$ cat src/rtl/mcsfr_consts.svh
// Offsets, field positions and reset values of the core special-function logic
`ifndef MCSFR_CONSTS_SVH
`define MCSFR_CONSTS_SVH

// File addresses inside one bank
`define MCSFR_ADDR_INDIRECT 5'h00
`define MCSFR_ADDR_PC_LOW   5'h02
`define MCSFR_ADDR_STATUS   5'h03
`define MCSFR_ADDR_POINTER  5'h04
`define MCSFR_ADDR_TRIM     5'h05

// Status flag register fields
`define MCSFR_ST_WAKE  7
`define MCSFR_ST_PAGE  5
`define MCSFR_ST_TO    4
`define MCSFR_ST_PD    3
`define MCSFR_ST_ZERO  2
`define MCSFR_ST_DC    1
`define MCSFR_ST_CARRY 0

// Timer and wake configuration fields
`define MCSFR_CFG_WAKE   7
`define MCSFR_CFG_PULL   6
`define MCSFR_CFG_SRC    5
`define MCSFR_CFG_EDGE   4
`define MCSFR_CFG_ASSIGN 3
`define MCSFR_CFG_RESET  8'hFF

// Program counter fields and reset values
`define MCSFR_PC_PAGE   9
`define MCSFR_PC_RESET  12'hFFF
`define MCSFR_PTR_RESET 7'h40
`define MCSFR_TRIM_RESET 6'h20

`endif

$ cat src/rtl/mcsfr_pkg.sv
// Types shared by the core special-function logic
package mcsfr_pkg;
	typedef logic [11:0] mcsfr_pc_t;
	typedef enum logic [3:0] {
		MCSFR_OP_NONE,
		MCSFR_OP_GOTO,
		MCSFR_OP_CALL,
		MCSFR_OP_RETURN_LITERAL_INSN,
		MCSFR_OP_CONFIG,
		MCSFR_OP_RRF,
		MCSFR_OP_RLF,
		MCSFR_OP_SLEEP,
		MCSFR_OP_CLRWDT
	} mcsfr_op_t;
endpackage

$ cat src/rtl/mcsfr_stack_if.sv
// Push and pop signals between the core and its return stack
`timescale 1ns/1ps
interface mcsfr_stack_if;
	logic                push;
	logic                pop;
	mcsfr_pkg::mcsfr_pc_t push_addr;
	mcsfr_pkg::mcsfr_pc_t top;
	modport core  (output push, output pop, output push_addr, input top);
	modport stack (input push, input pop, input push_addr, output top);
endinterface

$ cat src/rtl/mcsfr_core.sv
// Core special-function registers, program counter and indirect addressing
//
// Operation
// - Jumps take program counter bit 9 from the page select bit.
// - Rotate right or left loads carry with operand bit 0 or bit 7.
// - Load-config copies the working register into all configuration bits.
// - Every reset sets all configuration bits to one.
// - A pin set as output loses wake-on-change and pull-up.
// - Configuration bit 7 low enables wake-on-change on the four wake pins.
// - Configuration bit 6 low enables pull-ups on the four wake pins.
// - Configuration bit 5 high clocks the timer from its external pin.
// - Configuration bit 4 high counts falling edges, low counts rising edges.
// - Configuration bit 3 high gives the prescaler to the watchdog.
// - Prescale field divides by 2^(n+1) for timer, 2^n for watchdog.
// - Trim register holds six bits in 7..2; bits 1..0 read zero.
// - Program counter advances by one unless an instruction loads it.
// - Jumps load counter bits 8..0 from the instruction address field.
// - Calls and low-latch writes load bits 7..0 and clear bit 8.
// - Reset sets the counter to all ones; it then rolls to zero.
// - Every reset clears the page select bit.
// - Extra returns keep giving level 2; no overflow or underflow flag.
// - The indirect window address reaches the register the pointer names.
// - Pointer at the window: reads give zero, writes do nothing.
// - Computed zero, digit carry and carry override data writes to them.
// - Wake-reset flag is set by pin-change wake reset, else cleared.
// - Pointer bits 4..0 select one of 32 addresses.
// - Pointer bits 6..5 select one of four banks.
`timescale 1ns/1ps
`include "mcsfr_consts.svh"
module mcsfr_core (
	input  wire logic                clock,             // Instruction cycle clock
	input  wire logic                rst,               // Synchronous reset, active high
	input  wire logic                rst_por,           // Reset source is power-on
	input  wire logic                rst_wake,          // Reset source is pin-change wake
	input  wire logic                wdt_timeout,       // Watchdog expired, pulse
	input  wire mcsfr_pkg::mcsfr_op_t op,               // Decoded instruction
	input  wire logic [8:0]          insn_addr,         // Jump address field
	input  wire logic [7:0]          insn_lit,          // Call or literal field
	input  wire logic [7:0]          w_in,              // Working register value
	input  wire logic [7:0]          alu_operand,       // Operand of a rotate
	input  wire logic [4:0]          file_addr,         // Direct file address
	input  wire logic                file_we,           // Destination write strobe
	input  wire logic [7:0]          file_wdata,        // Destination write data
	input  wire logic [2:0]          flags_upd,         // Zero, digit carry, carry update
	input  wire logic [2:0]          flags_val,         // Computed zero, digit carry, carry
	input  wire logic [3:0]          direction_control, // Wake pin directions, 1 is input
	input  wire logic [7:0]          mem_rdata,         // Data memory read data
	output logic [7:0]               rd_data,           // File read data
	output logic [6:0]               mem_addr,          // Data memory address
	output logic                     mem_we,            // Data memory write strobe
	output logic [7:0]               mem_wdata,         // Data memory write data
	output mcsfr_pkg::mcsfr_pc_t     pc,                // Program counter
	output logic                     w_load,            // Literal load of working reg
	output logic [7:0]               w_load_value,      // Literal to load
	output logic [3:0]               wake_enable,       // Wake-on-change per wake pin
	output logic [3:0]               pullup_enable,     // Weak pull-up per wake pin
	output logic                     timer_source_select, // Timer from external pin
	output logic                     timer_edge_select,   // Count falling external edges
	output logic                     prescaler_assign,    // Prescaler on watchdog
	output logic [3:0]               timer_prescale_log2, // Timer divide, log2
	output logic [3:0]               wdt_prescale_log2,   // Watchdog divide, log2
	output logic [5:0]               osc_trim_value       // Oscillator calibration
);
	import mcsfr_pkg::*;

	logic [7:0] timer_wake_config;
	logic [6:0] pointer_register;
	logic [5:0] osc_trim;
	logic       wake_reset_flag;
	logic       page_select_bit;
	logic       timeout_flag;
	logic       powerdown_flag;
	logic       zero_flag;
	logic       digit_carry_flag;
	logic       carry_flag;
	mcsfr_pc_t  next_pc;
	mcsfr_pc_t  pc_plus1;

	mcsfr_stack_if stk ();

	mcsfr_stack u_stack (
		.clock (clock),
		.rst   (rst),
		.stk   (stk)
	);

	////////////////////////////////////////////////////////////////////////
	// Address decode; indirect accesses use pointer bank and offset
	wire       indirect    = (file_addr == `MCSFR_ADDR_INDIRECT);
	wire [6:0] eff_addr    = indirect ? pointer_register : {2'b00, file_addr};
	wire [4:0] eff_low     = eff_addr[4:0];
	wire       null_access = (eff_low == `MCSFR_ADDR_INDIRECT);
	wire       hit_pcl     = (eff_low == `MCSFR_ADDR_PC_LOW);
	wire       hit_status  = (eff_low == `MCSFR_ADDR_STATUS);
	wire       hit_pointer = (eff_low == `MCSFR_ADDR_POINTER);
	wire       hit_trim    = (eff_low == `MCSFR_ADDR_TRIM);
	wire       sfr_hit     = hit_pcl | hit_status | hit_pointer | hit_trim;
	wire       pcl_wr      = file_we & hit_pcl;
	wire       status_wr   = file_we & hit_status;
	wire       pointer_wr  = file_we & hit_pointer;
	wire       trim_wr     = file_we & hit_trim;

	// Everything not held here goes out to the data memory bus
	assign mem_addr  = eff_addr;
	assign mem_we    = file_we & ~sfr_hit & ~null_access;
	assign mem_wdata = file_wdata;

	////////////////////////////////////////////////////////////////////////
	// Read mux; unimplemented bits read zero, except pointer bit 7, which reads one
	wire [7:0] status_rd = {wake_reset_flag, 1'b0, page_select_bit, timeout_flag,
		powerdown_flag, zero_flag, digit_carry_flag, carry_flag};
	wire [7:0] sfr_rd = hit_pcl ? pc[7:0] :
		hit_status  ? status_rd :
		hit_pointer ? {1'b1, pointer_register} :
		{osc_trim, 2'b00};
	assign rd_data = null_access ? 8'h00 : (sfr_hit ? sfr_rd : mem_rdata);

	////////////////////////////////////////////////////////////////////////
	// Program counter selection; page bit feeds bit 9 of a jump, call or low-latch load; returns take the stack value
	wire is_goto  = (op == MCSFR_OP_GOTO);
	wire is_call  = (op == MCSFR_OP_CALL);
	wire is_return_literal_insn = (op == MCSFR_OP_RETURN_LITERAL_INSN);
	wire [2:0] pc_hi = {pc[11:10], page_select_bit};

	assign pc_plus1      = pc + 12'h001;
	assign stk.push      = is_call;
	assign stk.pop       = is_return_literal_insn;
	assign stk.push_addr = pc_plus1;

	always_comb begin
		case (op)
			MCSFR_OP_GOTO:  next_pc = {pc_hi, insn_addr};
			MCSFR_OP_CALL:  next_pc = {pc_hi, 1'b0, insn_lit};
			MCSFR_OP_RETURN_LITERAL_INSN: next_pc = stk.top;
			default:        next_pc = pcl_wr ? {pc_hi, 1'b0, file_wdata} : pc_plus1;
		endcase
	end

	// Reset vector is the last location; increment wraps it to zero
	always_ff @(posedge clock) begin
		if (rst) begin
			pc <= `MCSFR_PC_RESET;
		end else begin
			pc <= next_pc;
		end
	end

	////////////////////////////////////////////////////////////////////////
	// Literal return loads the working register one cycle later
	always_ff @(posedge clock) begin
		if (rst) begin
			w_load       <= 1'b0;
			w_load_value <= 8'h00;
		end else begin
			w_load       <= is_return_literal_insn;
			w_load_value <= insn_lit;
		end
	end

	////////////////////////////////////////////////////////////////////////
	// Status: page and wake flag follow writes; flags follow the ALU first
	wire rot_c = (op == MCSFR_OP_RRF) ? alu_operand[0] : alu_operand[7];
	wire rot   = (op == MCSFR_OP_RRF) | (op == MCSFR_OP_RLF);

	// Any computed flag or rotate shuts the data path to all three flags, so a
	// status destination keeps the untouched flags instead of the written data
	wire arith_wr = status_wr & ~(|flags_upd) & ~rot;

	always_ff @(posedge clock) begin
		if (rst) begin
			page_select_bit <= 1'b0;
			wake_reset_flag <= rst_wake;
		end else if (status_wr) begin
			page_select_bit <= file_wdata[`MCSFR_ST_PAGE];
			wake_reset_flag <= file_wdata[`MCSFR_ST_WAKE];
		end
	end

	// Data writes to the three arithmetic flags lose to computed values
	always_ff @(posedge clock) begin
		if (rst) begin
			zero_flag        <= 1'b0;
			digit_carry_flag <= 1'b0;
			carry_flag       <= 1'b0;
		end else begin
			if (flags_upd[2]) zero_flag <= flags_val[2];
			else if (arith_wr) zero_flag <= file_wdata[`MCSFR_ST_ZERO];
			if (flags_upd[1]) digit_carry_flag <= flags_val[1];
			else if (arith_wr) digit_carry_flag <= file_wdata[`MCSFR_ST_DC];
			if (rot) carry_flag <= rot_c;
			else if (flags_upd[0]) carry_flag <= flags_val[0];
			else if (arith_wr) carry_flag <= file_wdata[`MCSFR_ST_CARRY];
		end
	end

	// Timeout and power-down ignore data writes; non-power-on resets hold them
	always_ff @(posedge clock) begin
		if (rst) begin
			if (rst_por) begin
				timeout_flag   <= 1'b1;
				powerdown_flag <= 1'b1;
			end
		end else if (wdt_timeout) begin
			timeout_flag <= 1'b0;
		end else if (op == MCSFR_OP_SLEEP) begin
			timeout_flag   <= 1'b1;
			powerdown_flag <= 1'b0;
		end else if (op == MCSFR_OP_CLRWDT) begin
			timeout_flag   <= 1'b1;
			powerdown_flag <= 1'b1;
		end
	end

	////////////////////////////////////////////////////////////////////////
	// Pointer, trim and write-only configuration
	always_ff @(posedge clock) begin
		if (rst) begin
			pointer_register  <= `MCSFR_PTR_RESET;
			osc_trim          <= `MCSFR_TRIM_RESET;
			timer_wake_config <= `MCSFR_CFG_RESET;
		end else begin
			if (pointer_wr) pointer_register <= file_wdata[6:0];
			if (trim_wr) osc_trim <= file_wdata[7:2];
			if (op == MCSFR_OP_CONFIG) timer_wake_config <= w_in;
		end
	end

	////////////////////////////////////////////////////////////////////////
	// Configuration decode; an output-driven pin overrides wake and pull-up
	wire cfg_wake_off = timer_wake_config[`MCSFR_CFG_WAKE];
	wire cfg_pull_off = timer_wake_config[`MCSFR_CFG_PULL];
	wire [3:0] rate   = {1'b0, timer_wake_config[2:0]};

	assign wake_enable         = direction_control & {4{~cfg_wake_off}};
	assign pullup_enable       = direction_control & {4{~cfg_pull_off}};
	assign timer_source_select = timer_wake_config[`MCSFR_CFG_SRC];
	assign timer_edge_select   = timer_wake_config[`MCSFR_CFG_EDGE];
	assign prescaler_assign    = timer_wake_config[`MCSFR_CFG_ASSIGN];
	assign timer_prescale_log2 = prescaler_assign ? 4'h0 : rate + 4'h1;
	assign wdt_prescale_log2   = prescaler_assign ? rate : 4'h0;
	assign osc_trim_value      = osc_trim;
endmodule

$ cat src/rtl/mcsfr_stack.sv
// Two-level return address stack
`timescale 1ns/1ps
module mcsfr_stack (
	input  wire logic     clock, // Instruction cycle clock
	input  wire logic     rst,   // Synchronous reset, active high
	mcsfr_stack_if.stack  stk    // Push and pop from the core
);
	import mcsfr_pkg::*;

	mcsfr_pc_t level1;
	mcsfr_pc_t level2;

	assign stk.top = level1;

	////////////////////////////////////////////////////////////////////////
	// Push shifts down, pop shifts up; level 2 keeps its value on pop
	always_ff @(posedge clock) begin
		if (rst) begin
			level1 <= 12'h000;
			level2 <= 12'h000;
		end else if (stk.push) begin
			level1 <= stk.push_addr;
			level2 <= level1;
		end else if (stk.pop) begin
			level1 <= level2;
		end
	end
endmodule

$ cat config.mk
export PLATFORM = sky130hd
export DESIGN_NAME = mcsfr_core
export DESIGN_NICKNAME = d
export VERILOG_FILES = /design/src/rtl/mcsfr_pkg.sv /design/src/rtl/mcsfr_stack_if.sv /design/src/rtl/mcsfr_core.sv /design/src/rtl/mcsfr_stack.sv
export VERILOG_INCLUDE_DIRS = /design/src /design/src/rtl
export SDC_FILE = /design/constraint.sdc
export NUM_CORES = 1
export LEC_CHECK = 0
export BUFFER_PORTS_ARGS = -buffer_cell sky130_fd_sc_hd__buf_4
export CAP_MARGIN = 30
export CORE_MARGIN = 4
export CORE_UTILIZATION = 54
export DETAILED_ROUTE_END_ITERATION = 16
export PLACE_DENSITY = 0.86
export SLEW_MARGIN = 20
export SYNTH_ARGS = -nofsm -noshare
export SYNTH_HDL_FRONTEND = slang
export SYNTH_SLANG_ARGS = --single-unit
$ cat constraint.sdc
create_clock -name clock -period 4.8 [get_ports clock]
set_input_delay 0.72 -clock clock [delete_from_list [all_inputs] [get_ports clock]]
set_output_delay 0.72 -clock clock [all_outputs]
set_load 0.1 [all_outputs]
# After elaboration in Yosys (flattened, before gate mapping)
# Index checks and enable logic that the tools add are counted.
# totals
elab_cells,98
output_inout_bits,70
input_bits,74
reg_bits,73
# classes
n_mux,30
n_addsub,2
n_eq_ne,15
n_bitwise,22
n_reduce_logical,13
# op_table
operator,count
$mux W8,5
$mux W12,3
$pmux W12 S3,1
$mux W1,18
$eq A4 B3 Y1 const B,4
$add A12 B1 Y12 const B,1
$eq A5 B2 Y1 const B,2
$eq A5 B3 Y1 const B,2
$logic_not A5 Y1,2
$and A1 B1 Y1,8
$and A4 B4 Y4,2
$eq A4 B2 Y1 const B,2
$not A1 Y1,8
$reduce_bool A2 Y1,4
$mux W7,1
$reduce_and A3 Y1,2
$reduce_bool A3 Y1,2
$add A3 B1 Y4 const B,1
$eq A4 B1 Y1 const B,1
$eq A4 B4 Y1 const B,1
$mux W4,1
$ne A2 B1 Y1 const B,2
$or A1 B1 Y1,4
$reduce_bool A4 Y1,1
other kinds (4),4

# Logic depth before layout (Yosys ltp)
# Gate-level depths: netlist of the first run.
# logic_depth
word_depth,9
ltp_mapped,8
mapped_depth_nobuf,6

# Cells and area by module
# From an unflattened synthesis of the first run, not the netlist that was laid out.
# unflattened
hier_cells,459
hier_area_um2,4115.2
# modules_own_cells
mod,cells_per_inst,area_per_inst_um2,n_inst,seq_area_each_um2
mcsfr_core,367,3139.3,1,1011.0
mcsfr_stack,92,975.9,1,480.5

# Least setup slack after synthesis of the first run
# OpenSTA, ideal clock, no wires.
# synth_timing
path_type,input port to output port
startpoint,in file_addr[2]
endpoint,out rd_data[3]
stages,6
path_buffers,2
t_arrival_ns,4.245
slack_ns,-0.165
t_required_ns,4.080
path_cell_list,buf_2 > or3_1 > nor2_1 > buf_2 > nor3_1 > o32ai_1
# synth_between
elab_chain_cells,8
word_cells_on_any_way,15
classes_between,eq/ne (4); mux (6); bitwise (3); reduce/logical (2)
# synth_rtl
element,line,source
start: declaration,mcsfr_core.sv:41,"input wire logic [4:0] file_addr,"
$logic_not A5 Y1 (no line),n/a,
$mux W7 (*),mcsfr_core.sv:90,"wire [6:0] eff_addr = indirect ? pointer_register : {2'b00, file_addr};"
$eq A5 B3 Y1 (no line) / $eq A5 B2 Y1 (equally long branches),n/a,
$mux W8 / $or A1 B1 Y1 (equally long branches),"mcsfr_core.sv:114, mcsfr_core.sv:97",
$mux W8 / $or A1 B1 Y1 (equally long branches),"mcsfr_core.sv:113, mcsfr_core.sv:97",
$mux W8 / $or A1 B1 Y1 (equally long branches),"mcsfr_core.sv:112, mcsfr_core.sv:97",
$mux W8,mcsfr_core.sv:116,assign rd_data = null_access ? 8'h00 : (sfr_hit ? sfr_rd : mem_rdata);
$mux W8 (*),mcsfr_core.sv:116,
end: declaration,mcsfr_core.sv:48,"output logic [7:0] rd_data,"
# Every way passes the cells marked *; elsewhere a longest branch is shown, timed or not.

# Worst setup path after layout of the first run
# layout_timing
startpoint,in file_addr[0]
endpoint,out rd_data[6]
# The elaborated chain is that of the path after synthesis.

==> out/qor.txt, run 1 <==
Synth top cells by count: nand2_1, dfxtp_1, a21oi_1
Synth top area share: 0.3485
total gr overflow: 0
Finish-stage setup viols: 0
first-pass GRT wire length: 19,310 µm
Detailed Route WL: 12,570 µm
Int Power: 0.001118 W
Tcrit/Tclk final: 0.7140
crit path cell chain: buf_4 -> or3_1 -> o21ai_1 -> a41o_1 -> a31oi_1 -> a211oi_2 -> buf_4
biggest area consumer among synthesized cells: dfxtp_1
RR Startpoint: pointer_register[0]
status: finished clean
Setup Buffers After CTS: 0
hold-critical path endpoint: u_stack.level2[5]
CTS Hold Bufs: 0
Hold Vio Cnt, Final: 0
DR vias: 4,170
FP Rows: 31
Yosys warning count: 0
CTS root buf: clkbuf_8
Sw Pwr: 0.0007302 W
Avg Synthesized Cell Area: 8.190 µm²
CTS tree: done
Die Y: 94.30 µm
Clock Path Buffers: 2
Most Frequent Cell on Critical Path: buf_4
sw frac: 0.3951
MaxCap Viol Count: 0
worst reg2reg setup slack: 2.49 ns
RSZ-0062 raised after global routing: false
Synth Instances: 491
Die ar.: 8892 µm²
initial core utilization: 0.5544
most numerous cell in the Yosys netlist: nand2_1
endpoint class of the critical path: output pin
largest net degree at the start of global routing: 63
FF-to-FF path depth: 6
Ports: 144
# DRC: 0
worst-margin pin slew: 0.8905 ns
die width: 94.30 µm
Clk pwr share: 0.300
Max VDD drop: 181.3 µV
depth of the worst hold-timing path: 2
number of global-route vias before repair: 3,921
final setup TNS: 0 ns
number of synthesized register bits: 73
Worst EP arrival: 2.71 ns
Worst EP required: 4.08 ns
1st-iter DRT viols: 281
post-DP HPWL: 9316 µm
fmax: 291.8 MHz
Pwr Total: 0.001848 W
sequential share of the synthesized area: 0.3709
Crit Path Class: in -> out
H-tree level count: 3
hold path start: u_stack.level2[5]
Detailed Routing Iterations Pass 1: 5
Worst Hold Class: reg -> reg
Area growth, synth to finish: 31.24%
share of cells above drive strength 1: 0.2913
input/output buffers: 136
Yosys cell types: 65
Worst-path clk slew: 0.08 ns
Post-Syn Area: 4021 µm²
Pleak: 2.161 nW
vias per cell: 5.873
sequential share of power: 0.371
Sink Count: 73
PD cells: 350.2 nW/µm²
Slew Limit Fails: 0
Num CTS Buffers: 9
Mapped Nets: 567
initial antenna violation count: 0
FF-to-FF End: pc[1]
Startpoint Class: input port
crit path max fanout: 15
GRT Overall Usage: 0.2753
worst relative slew slack: 0.4014
Main synth FF type: dfxtp_1
Comb power frac: 0.329
Layout Nets: 682
Clock Skews: 0.008801 ns
core area: 7253 µm²
Resized cells post-CTS: 0
Slowest cell on crit path: a41o_1
number of diodes: 0
Placer Congestion: 0.9047
EDFF count, synth: 3
FFs w/ async S/R, synth: 0
clk_lat worst skew: 0.35 ns
fillers: 562
routed len/inst: 17.71 µm
CP peak stage delay: 0.47 ns
post-route ant nets: 0
fin crit period: 3.427 ns
top post-synthesis cells by area: dfxtp_1, nand2_1, mux2i_1
[registers in the layout (all words and copies together) (netlist names)]
name               count
u_stack.level2        12
powerdown_flag         1
page_select_bit        1
carry_flag             1
wake_reset_flag        1
timer_wake_config      8
u_stack.stk.top       12
w_load                 1
digit_carry_flag       1
pc                    12
w_load_value           8
zero_flag              1
osc_trim_value         6
pointer_register       7
timeout_flag           1
[routing by layer]
| metal | vias up | global-route usage | part of all wire |
|---|---|---|---|
| li1 | 1985 | - | - |
| met1 | 1930 | 0.3304 | 0.39 |
| met2 | 217 | 0.4740 | 0.50 |
| met3 | 38 | 0.05128 | 0.077 |
| met4 | 0 | 0.1252 | 0.037 |
| met5 | - | 0 | 0 |
[cell type report]
cell class	instances	area [µm²]	share of cell area
Clock buffer	10	137.6	0.02608
Inverter	11	41.29	0.007824
Sequential cell	73	1491	0.2826
Timing Repair Buffer	142	1065	0.2018
Multi-Input combinational cell	369	2328	0.4412
Clock inverter	6	90.09	0.01707
Tap cell	99	123.9	0.02347
[cells in the final DEF (no fill, tap or decap), types with 6 or more instances in the layout]
cell      count
nor3_1       11
nor2_1       26
nand2_1      79
buf_4       139
nor2b_1      19
nand4_1       6
mux2i_1      25
nand2b_1     11
clkbuf_8     10
o21ai_0      11
a21o_1        6
dfxtp_1      70
nand3_1      18
xor2_1        8
a221o_1       9
o211ai_1      6
and3_1        7
a21oi_1      45
inv_1         8
[critical path: cells and delay by family]
family,cells,cell delay [ns]
compound gates,4,1.12
buf+inv,2,0.46
simple gates,1,0.41
[logic make-up (layout without fill, tap and decap cells)]
family | Yosys count | in the layout | synth area share
AO/OA/AOI/OAI | 122 | 122 | 0.2122
XOR/XNOR | 11 | 11 | 0.02396
adder cells (fa/ha/maj) | 2 | 2 | 0.006222
buffers and inverters | 49 | 169 | 0.05881
flip-flops | 73 | 73 | 0.3709
multiplexers | 28 | 28 | 0.07063
other | 1 | 1 | 0.0009325
AND/OR/NAND/NOR | 205 | 205 | 0.2564
[how the worst max path moves through the flow]
stage | from | depth (start not counted) | to | slack [ns]
final | file_addr[0] | 7 | rd_data[6] | 1.37
after global routing | file_addr[1] | 7 | rd_data[6] | 1.27
after CTS | file_addr[1] | 7 | rd_data[5] | 1.24
after detailed placement | file_addr[1] | 7 | rd_data[5] | 1.21
after global placement | file_addr[2] | 6 | rd_data[6] | 1.28
after floorplan | file_addr[1] | 7 | rd_data[7] | 0.55
[metrics by stage]
step           setup WS [ns]  instance area [µm²]  instances  utilization  hold slack (ns)
3_3_place_gp           1.276                 5021        690       0.6923           0.4371
3_5_place_dp           1.212                 5032        691       0.6938           0.4460
2_1_floorplan         0.5531                 4056        491            -           0.4312
6_report               1.373                 5278        710       0.7276           0.4562
4_1_cts                1.242                 5260        707       0.7252           0.4561
5_1_grt                1.271                 5278        710       0.7276           0.4845
[power groups by stage]
stage               logic [W]  registers (W)  clock network [W]
finish               0.000608       0.000686           0.000554
global route         0.000640       0.000690           0.000580
CTS                  0.000604       0.000684           0.000552
detailed placement   0.000601       0.000698                  0
global placement     0.000593       0.000695                  0
floorplan            0.000292       0.000846                  0
(Power assumes the default switching activity.)
==> run 2, diff against run 1 <==
--- a/config.mk
+++ b/config.mk
@@ -6,12 +6,13 @@
 export SDC_FILE = /design/constraint.sdc
 export NUM_CORES = 1
 export LEC_CHECK = 0
+export ABC_AREA = 1
 export BUFFER_PORTS_ARGS = -buffer_cell sky130_fd_sc_hd__buf_4
 export CAP_MARGIN = 30
 export CORE_MARGIN = 4
-export CORE_UTILIZATION = 54
+export CORE_UTILIZATION = 50
 export DETAILED_ROUTE_END_ITERATION = 16
-export PLACE_DENSITY = 0.86
+export PLACE_DENSITY = 0.8
 export SLEW_MARGIN = 20
 export SYNTH_ARGS = -nofsm -noshare
 export SYNTH_HDL_FRONTEND = slang
==> constraint.sdc (replaced) <==
create_clock -name clock -period 3.53 [get_ports clock]
set_input_delay 0.5295 -clock clock [delete_from_list [all_inputs] [get_ports clock]]
set_output_delay 0.5295 -clock clock [all_outputs]
set_load 0.1 [all_outputs]
==> out/qor.txt, run 2 <==
Synth top area share: 0.3480 (-0.0004332)
input/output buffers: 136 (unchanged)
Synth Instances: 585 (+19%)
routed len/inst: 15.19 µm (-14%)
Finish-stage setup viols: 0 (unchanged)
most numerous cell in the Yosys netlist: nand2_1
critical path depth in cells: 11 (+4)
die width: 97.74 µm (+3.6%)
top post-synthesis cells by area: dfxtp_1, nand2_1, inv_1
Worst-path clk slew: 0.09 ns (about the same)
FF-to-FF path depth: 10 (+4)
CP peak stage delay: 0.30 ns (-0.17 ns)
Worst EP arrival: 2.41 ns (-0.30 ns)
depth of the worst hold-timing path: 3 (+1)
fin crit period: 2.942 ns
Yosys cell types: 45 (-31%)
Yosys warning count: 0 (unchanged)
initial core utilization: 0.5184 (-0.03606)
Mapped Nets: 661 (+17%)
FFs w/ async S/R, synth: 0 (unchanged)
first-pass GRT wire length: 20,030 µm (+3.7%)
WL met1: 4935 µm (+1.5%)
Avg Synthesized Cell Area: 6.883 µm² (-16%)
CTS root buf: clkbuf_8
Synth Area in Adders: 0.006215 (-0.000007735)
Slowest cell on crit path: buf_4
DR vias: 4,350 (+4.3%)
number of diodes: 0 (unchanged)
crit-path leading delay family: simple AND/OR/NAND/NOR gates
Worst Hold Class: in -> reg
endpoint class of the critical path: output pin
Num CTS Buffers: 9 (unchanged)
Comb power frac: 0.357 (+0.028)
Area growth, synth to finish: 31.98%
PD cells: 461.6 nW/µm² (+32%)
share of cells above drive strength 1: 0.2863 (-0.005007)
Crit Path Class: in -> out
Main synth FF type: dfxtp_1
Detailed Route WL: 12,320 µm (-2.0%)
Startpoint Class: input port
Tcrit/Tclk final: 0.8335
Resized cells post-CTS: 0 (unchanged)
Ports: 144 (unchanged)
max layer used: met4
MaxCap Viol Count: 0 (unchanged)
fmax: 339.9 MHz
# DRC: 0 (unchanged)
Max VDD drop: 346.2 µV (+91%)
number of global-route vias before repair: 4,183 (+6.7%)
status: finished clean
H-tree level count: 3 (unchanged)
Slew Limit Fails: 0 (unchanged)
XOR/XNOR share of the synthesized area: 0.01523 (-0.008731)
met2 wire length: 6069 µm (-3.3%)
most frequent cells in the layout: buf_4, nand2_1, inv_1, dfxtp_1, nor2_1
post-DP HPWL: 9392 µm (+0.82%)
Post-Syn Area: 4026 µm² (+0.12%)
post-synthesis mux area share: 0 (-0.07063)
Clock Skews: 0.01364 ns (+0.004844 ns)
Placer Congestion: 0.9957 (+10%)
Compound-Gate Fraction of Synth Area: 0.2011 (-0.01114)
RSZ-0062 raised after global routing: false
metal3 WL: 1012 µm (+5.0%)
crit path cell chain: buf_4 -> inv_1 -> nand3_4 -> o21ai_4 -> nand2_2 -> nor2_4 -> nand2_1 -> nand3_1 -> nand3_1 -> a21oi_4 -> buf_4
initial antenna violation count: 0 (unchanged)
post-route ant nets: 0 (unchanged)
clk_lat worst skew: 0.35 ns (about the same)
Detailed Routing Iterations Pass 1: 7 (+2)
number of synthesized register bits: 73 (unchanged)
Die ar.: 9552 µm² (+7.4%)
Sink Count: 73 (unchanged)
Setup Buffers After CTS: 0 (unchanged)
biggest area consumer among synthesized cells: dfxtp_1
Simple-Gate Fraction of Synth Area: 0.2881 (+0.03169)
largest net degree at the start of global routing: 34 (-46%)
FP Rows: 32 (+3.2%)
Finished Core Util: 0.6841 (-0.04350)
CTS Hold Bufs: 0 (unchanged)
Die Y: 97.74 µm (+3.6%)
worst-margin pin slew: 0.9596 ns (+0.06912 ns)
CTS tree: done
1st-iter DRT viols: 252 (-10%)
Clk pwr share: 0.262 (-0.038)
sequential share of the synthesized area: 0.3704 (-0.0004610)
Hold Vio Cnt, Final: 0 (unchanged)
Worst EP required: 3.00 ns (-1.08 ns)
core area: 7767 µm² (+7.1%)
sw frac: 0.4258 (+0.03072)
Int Power: 0.001408 W (+26%)
Pleak: 2.474 nW (+15%)
GRT Overall Usage: 0.2546 (-0.02078)
worst relative slew slack: 0.3579 (-0.04351)
total gr overflow: 0 (unchanged)
crit path max fanout: 9 (-6)
Clock Path Buffers: 2 (unchanged)
Layout Nets: 780 (+14%)
Synth top cells by count: nand2_1, inv_1, dfxtp_1
Sw Pwr: 0.001044 W (+43%)
main combinational cell family by area after synthesis: simple AND/OR/NAND/NOR gates
final setup TNS: 0 ns (unchanged)
sequential share of power: 0.382 (+0.011)
most common cell after layout, fill and taps aside: buf_4
WP buf/inv: 3 (+1)
EDFF count, synth: 3 (unchanged)
vias per cell: 5.364 (-8.7%)
run 2: cell types whose count changed after synthesis, sizes merged, moves of 6 or more:
cell    previous run  this run
nand2             79       116
a21o               6         0
a221o              9         0
mux2i             25         0
o21bai             1         7
and3               7         1
nand2b            11         0
inv                9        79
nor2              28        69
nor3              12         6
nand3             18        45
nor2b             19         0
o21ai             14        60
run 2: area by class of cell:
cell class | instances | area, µm²
clock inverter | 6 | 45.04
sequential | 73 | 1491
inverter | 80 | 302.8
clock buffer | 10 | 148.9
fill | 669 | 2454
timing repair buffer | 139 | 1044
tap | 102 | 127.6
multi-input combinational | 401 | 2155
run 2: cells by family (layout without fill, tap and decap cells):
kind of cell               Yosys count  after routing
buffers and inverters              111            235
DFF                                 73             73
AOI/OAI and AO/OA                  140            140
other                                1              1
adders and majority gates            2              2
and+or+nand+nor                    251            251
xor gates and xnor gates             7              7
run 2: worst reg2reg max path, stage by stage, from the launching register on:
cell and delay [ns]:
dfxtp_1 0.31, inv_1 0.10, nand4_1 0.14, nand2_2 0.09, nor2_2 0.09, nand2_2 0.11
nor2_4 0.18, nand2_2 0.20, o21ai_0 0.32, nand2_1 0.11, nand2_1 0.08
run 2: path summary, 6_finish.rpt:
kind | from | to | slack, ns
worst min-delay path | insn_lit[5] | w_load_value[5] | 0.39
worst max register to register | pointer_register[1] | pc[11] | 1.74
worst min register to register | u_stack.level2[8] | u_stack.level2[8] | 0.47
worst max-delay path | file_addr[4] | rd_data[3] | 0.59
run 2: routing by layer:
| metal | GRT usage | vias up |
|---|---|---|
| met5 | 0 | - |
| met4 | 0.08626 | 0 |
| met3 | 0.05357 | 22 |
| met2 | 0.4412 | 189 |
| met1 | 0.3144 | 1987 |
| li1 | - | 2152 |
run 2: power groups by stage:
stage          combinational, W  sequential (W)  clock (W)
6_report               0.000875        0.000936   0.000642
5_1_grt                0.000929        0.000942   0.000684
4_1_cts                0.000874        0.000934   0.000642
3_5_place_dp           0.000871        0.000952          0
3_3_place_gp           0.000859        0.000951          0
2_1_floorplan          0.000450         0.00115          0
run 2: stage by stage:
step           hold slack (ns)  instance area, µm²  worst slack [ns]  total power (W)  cells
2_1_floorplan           0.4451                4121           0.05145         0.001603    585
3_3_place_gp            0.4448                5120            0.6673         0.001811    795
3_5_place_dp            0.4633                5120            0.6176         0.001823    795
4_1_cts                 0.3831                5314            0.6124         0.002450    811
5_1_grt                 0.3836                5314            0.4207         0.002556    811
6_report                0.3850                5314            0.5876         0.002453    811
==> run 3, diff against run 2 <==
==> constraint.sdc (replaced) <==
create_clock -name clock -period 3 [get_ports clock]
set_input_delay 0.45 -clock clock [delete_from_list [all_inputs] [get_ports clock]]
set_output_delay 0.45 -clock clock [all_outputs]
set_load 0.1 [all_outputs]
==> out/qor.txt, run 3 (synthesized netlist as in run 2, its figures left out) <==
initial core utilization: 0.5184 (unchanged)
Worst Hold Class: in -> reg
Ports: 144 (unchanged)
first-pass GRT wire length: 20,710 µm (+3.4%)
FF-to-FF path depth: 10 (unchanged)
core area: 7767 µm² (unchanged)
fmax: 361.6 MHz
share of cells above drive strength 1: 0.2934 (+0.007052)
WHS: 0.3193 ns (-0.06572 ns)
design area: 5348 µm² (+0.64%)
die width: 97.74 µm (unchanged)
worst relative slew slack: 0.4837 (+0.1257)
Critical Path Start: file_addr[4]
Die ar.: 9552 µm² (unchanged)
worst reg2reg setup slack: 1.11 ns (-0.63 ns)
PnR worst setup slack: 0.2342 ns (-0.3535 ns)
Most Frequent Cell on Critical Path: nand2_1
FP Rows: 32 (unchanged)
Area growth, synth to finish: 32.82%
endpoint class of the critical path: output pin
# DRC: 0 (unchanged)
placed insts: 796 (+0.13%)
most common cell after layout, fill and taps aside: buf_4
status: finished clean
WL met1: 5162 µm (+4.6%)
Slowest cell on crit path: nand3_4
post-DP HPWL: 9740 µm (+3.7%)
most frequent cells in the layout: buf_4, nand2_1, inv_1, dfxtp_1, nor2_1
number of diodes: 0 (unchanged)
CTS root buf: clkbuf_8
Max VDD drop: 333.0 µV (-3.8%)
WP buf/inv: 4 (+1)
Worst EP arrival: 2.32 ns (-0.09 ns)
Finished Core Util: 0.6885 (+0.004349)
Pleak: 2.480 nW (+0.22%)
met2 wire length: 6164 µm (+1.6%)
Die Y: 97.74 µm (unchanged)
fin crit period: 2.766 ns
post-route ant nets: 0 (unchanged)
Startpoint Class: input port
depth of the worst hold-timing path: 3 (unchanged)
CP peak stage delay: 0.21 ns (-0.09 ns)
PD cells: 523.5 nW/µm² (+13%)
Detailed Route WL: 12,460 µm (+1.2%)
Detailed Routing Iterations Pass 1: 5 (-2)
hold-critical path endpoint: timer_wake_config[3]
routed len/inst: 15.37 µm (+1.2%)
Clock Skews: 0.01370 ns (+0.00005060 ns)
Num CTS Buffers: 9 (unchanged)
clk_lat worst skew: 0.34 ns (about the same)
H-tree level count: 3 (unchanged)
max layer used: met4
hold path start: w_in[3]
CTS Hold Bufs: 0 (unchanged)
Crit Path Class: in -> out
crit-path leading delay family: simple AND/OR/NAND/NOR gates
setup slack at placement: 0.1582 ns (-0.4594 ns)
1st-iter DRT viols: 207 (-18%)
crit path cell chain: buf_4 -> clkinvlp_4 -> nand3_4 -> nand2_1 -> nand2_2 -> inv_2 -> nor2_4 -> nand2_1 -> a21oi_1 -> o21ai_0 -> a21oi_4 -> buf_8
MaxCap Viol Count: 0 (unchanged)
Worst-path clk slew: 0.08 ns (about the same)
GRT Overall Usage: 0.2618 (+0.007204)
largest net degree at the start of global routing: 34 (unchanged)
crit path max fanout: 9 (unchanged)
worst-margin pin slew: 0.7717 ns (-0.1879 ns)
number of global-route vias before repair: 4,270 (+2.1%)
RR Startpoint: pointer_register[3]
Placer Congestion: 0.9519 (-4.4%)
Setup Buffers After CTS: 0 (unchanged)
metal3 WL: 865 µm (-15%)
Hold Vio Cnt, Final: 0 (unchanged)
Sink Count: 73 (unchanged)
DR vias: 4,303 (-1.1%)
total gr overflow: 0 (unchanged)
Worst EP required: 2.55 ns (-0.45 ns)
input/output buffers: 136 (unchanged)
RSZ-0062 raised after global routing: false
FF-to-FF End: pc[7]
Tcrit/Tclk final: 0.9219
dpl cell area: 5176 µm² (+1.1%)
critical path depth in cells: 12 (+1)
Layout Nets: 781 (+0.13%)
vias per cell: 5.306 (-1.1%)
initial antenna violation count: 0 (unchanged)
Clock Path Buffers: 2 (unchanged)
Finished Layout Cells: 811 (unchanged)
Resized cells post-CTS: 0 (unchanged)
CTS tree: done
Slew Limit Fails: 0 (unchanged)
Finish-stage setup viols: 0 (unchanged)
run 3: changes by cell type in the layout (fill, tap and decap cells not counted), moves of 2 or more:
cell / change
inv_6: -2
inv_1: -2
nor2_4: +2
clkinvlp_4: +2
nand3_1: -2
nand3_2: +2
nand2_1: -2
nor2_2: -2
run 3: final cells by class:
class	instances	area [µm²]
Tap cell	102	127.6
Clock buffer	10	127.6
Timing Repair Buffer	140	1059
Sequential cell	73	1491
Fill cell	696	2420
Inverter	80	309.0
Multi-Input combinational cell	401	2200
Clock inverter	5	33.78
run 3: power breakdown:
part	switching [W]	total (W)	internal, W
sequential	0.0000660	0.00110	0.00103
clock	0.000361	0.000655	0.000294
combinational	0.000772	0.00105	0.000274
total	0.00120	0.00280	0.00160
run 3: routing by layer:
layer,vias up,global-route usage
met5,-,0
met4,0,0.09904
met3,28,0.05000
met2,172,0.4555
met1,1952,0.3205
li1,2151,-
run 3: tightest hold or removal path: stages:
cell	delay (ns)
buf_4	0.07
nand2_1	0.04
nand3_1	0.06
run 3: through the flow:
step	total power [W]	TNS [ns]
floorplan	0.001892	-0.5726
global placement	0.002140	0
detailed placement	0.002156	0
CTS	0.002803	0
global route	0.002926	0
finish	0.002800	0
run 3: worst max path at each step:
stage	end	slack (ns)
2_1_floorplan	mem_we	-0.12
3_3_place_gp	rd_data[6]	0.21
3_5_place_dp	rd_data[6]	0.16
4_1_cts	rd_data[6]	0.15
5_1_grt	rd_data[6]	0.01
6_report	rd_data[6]	0.23
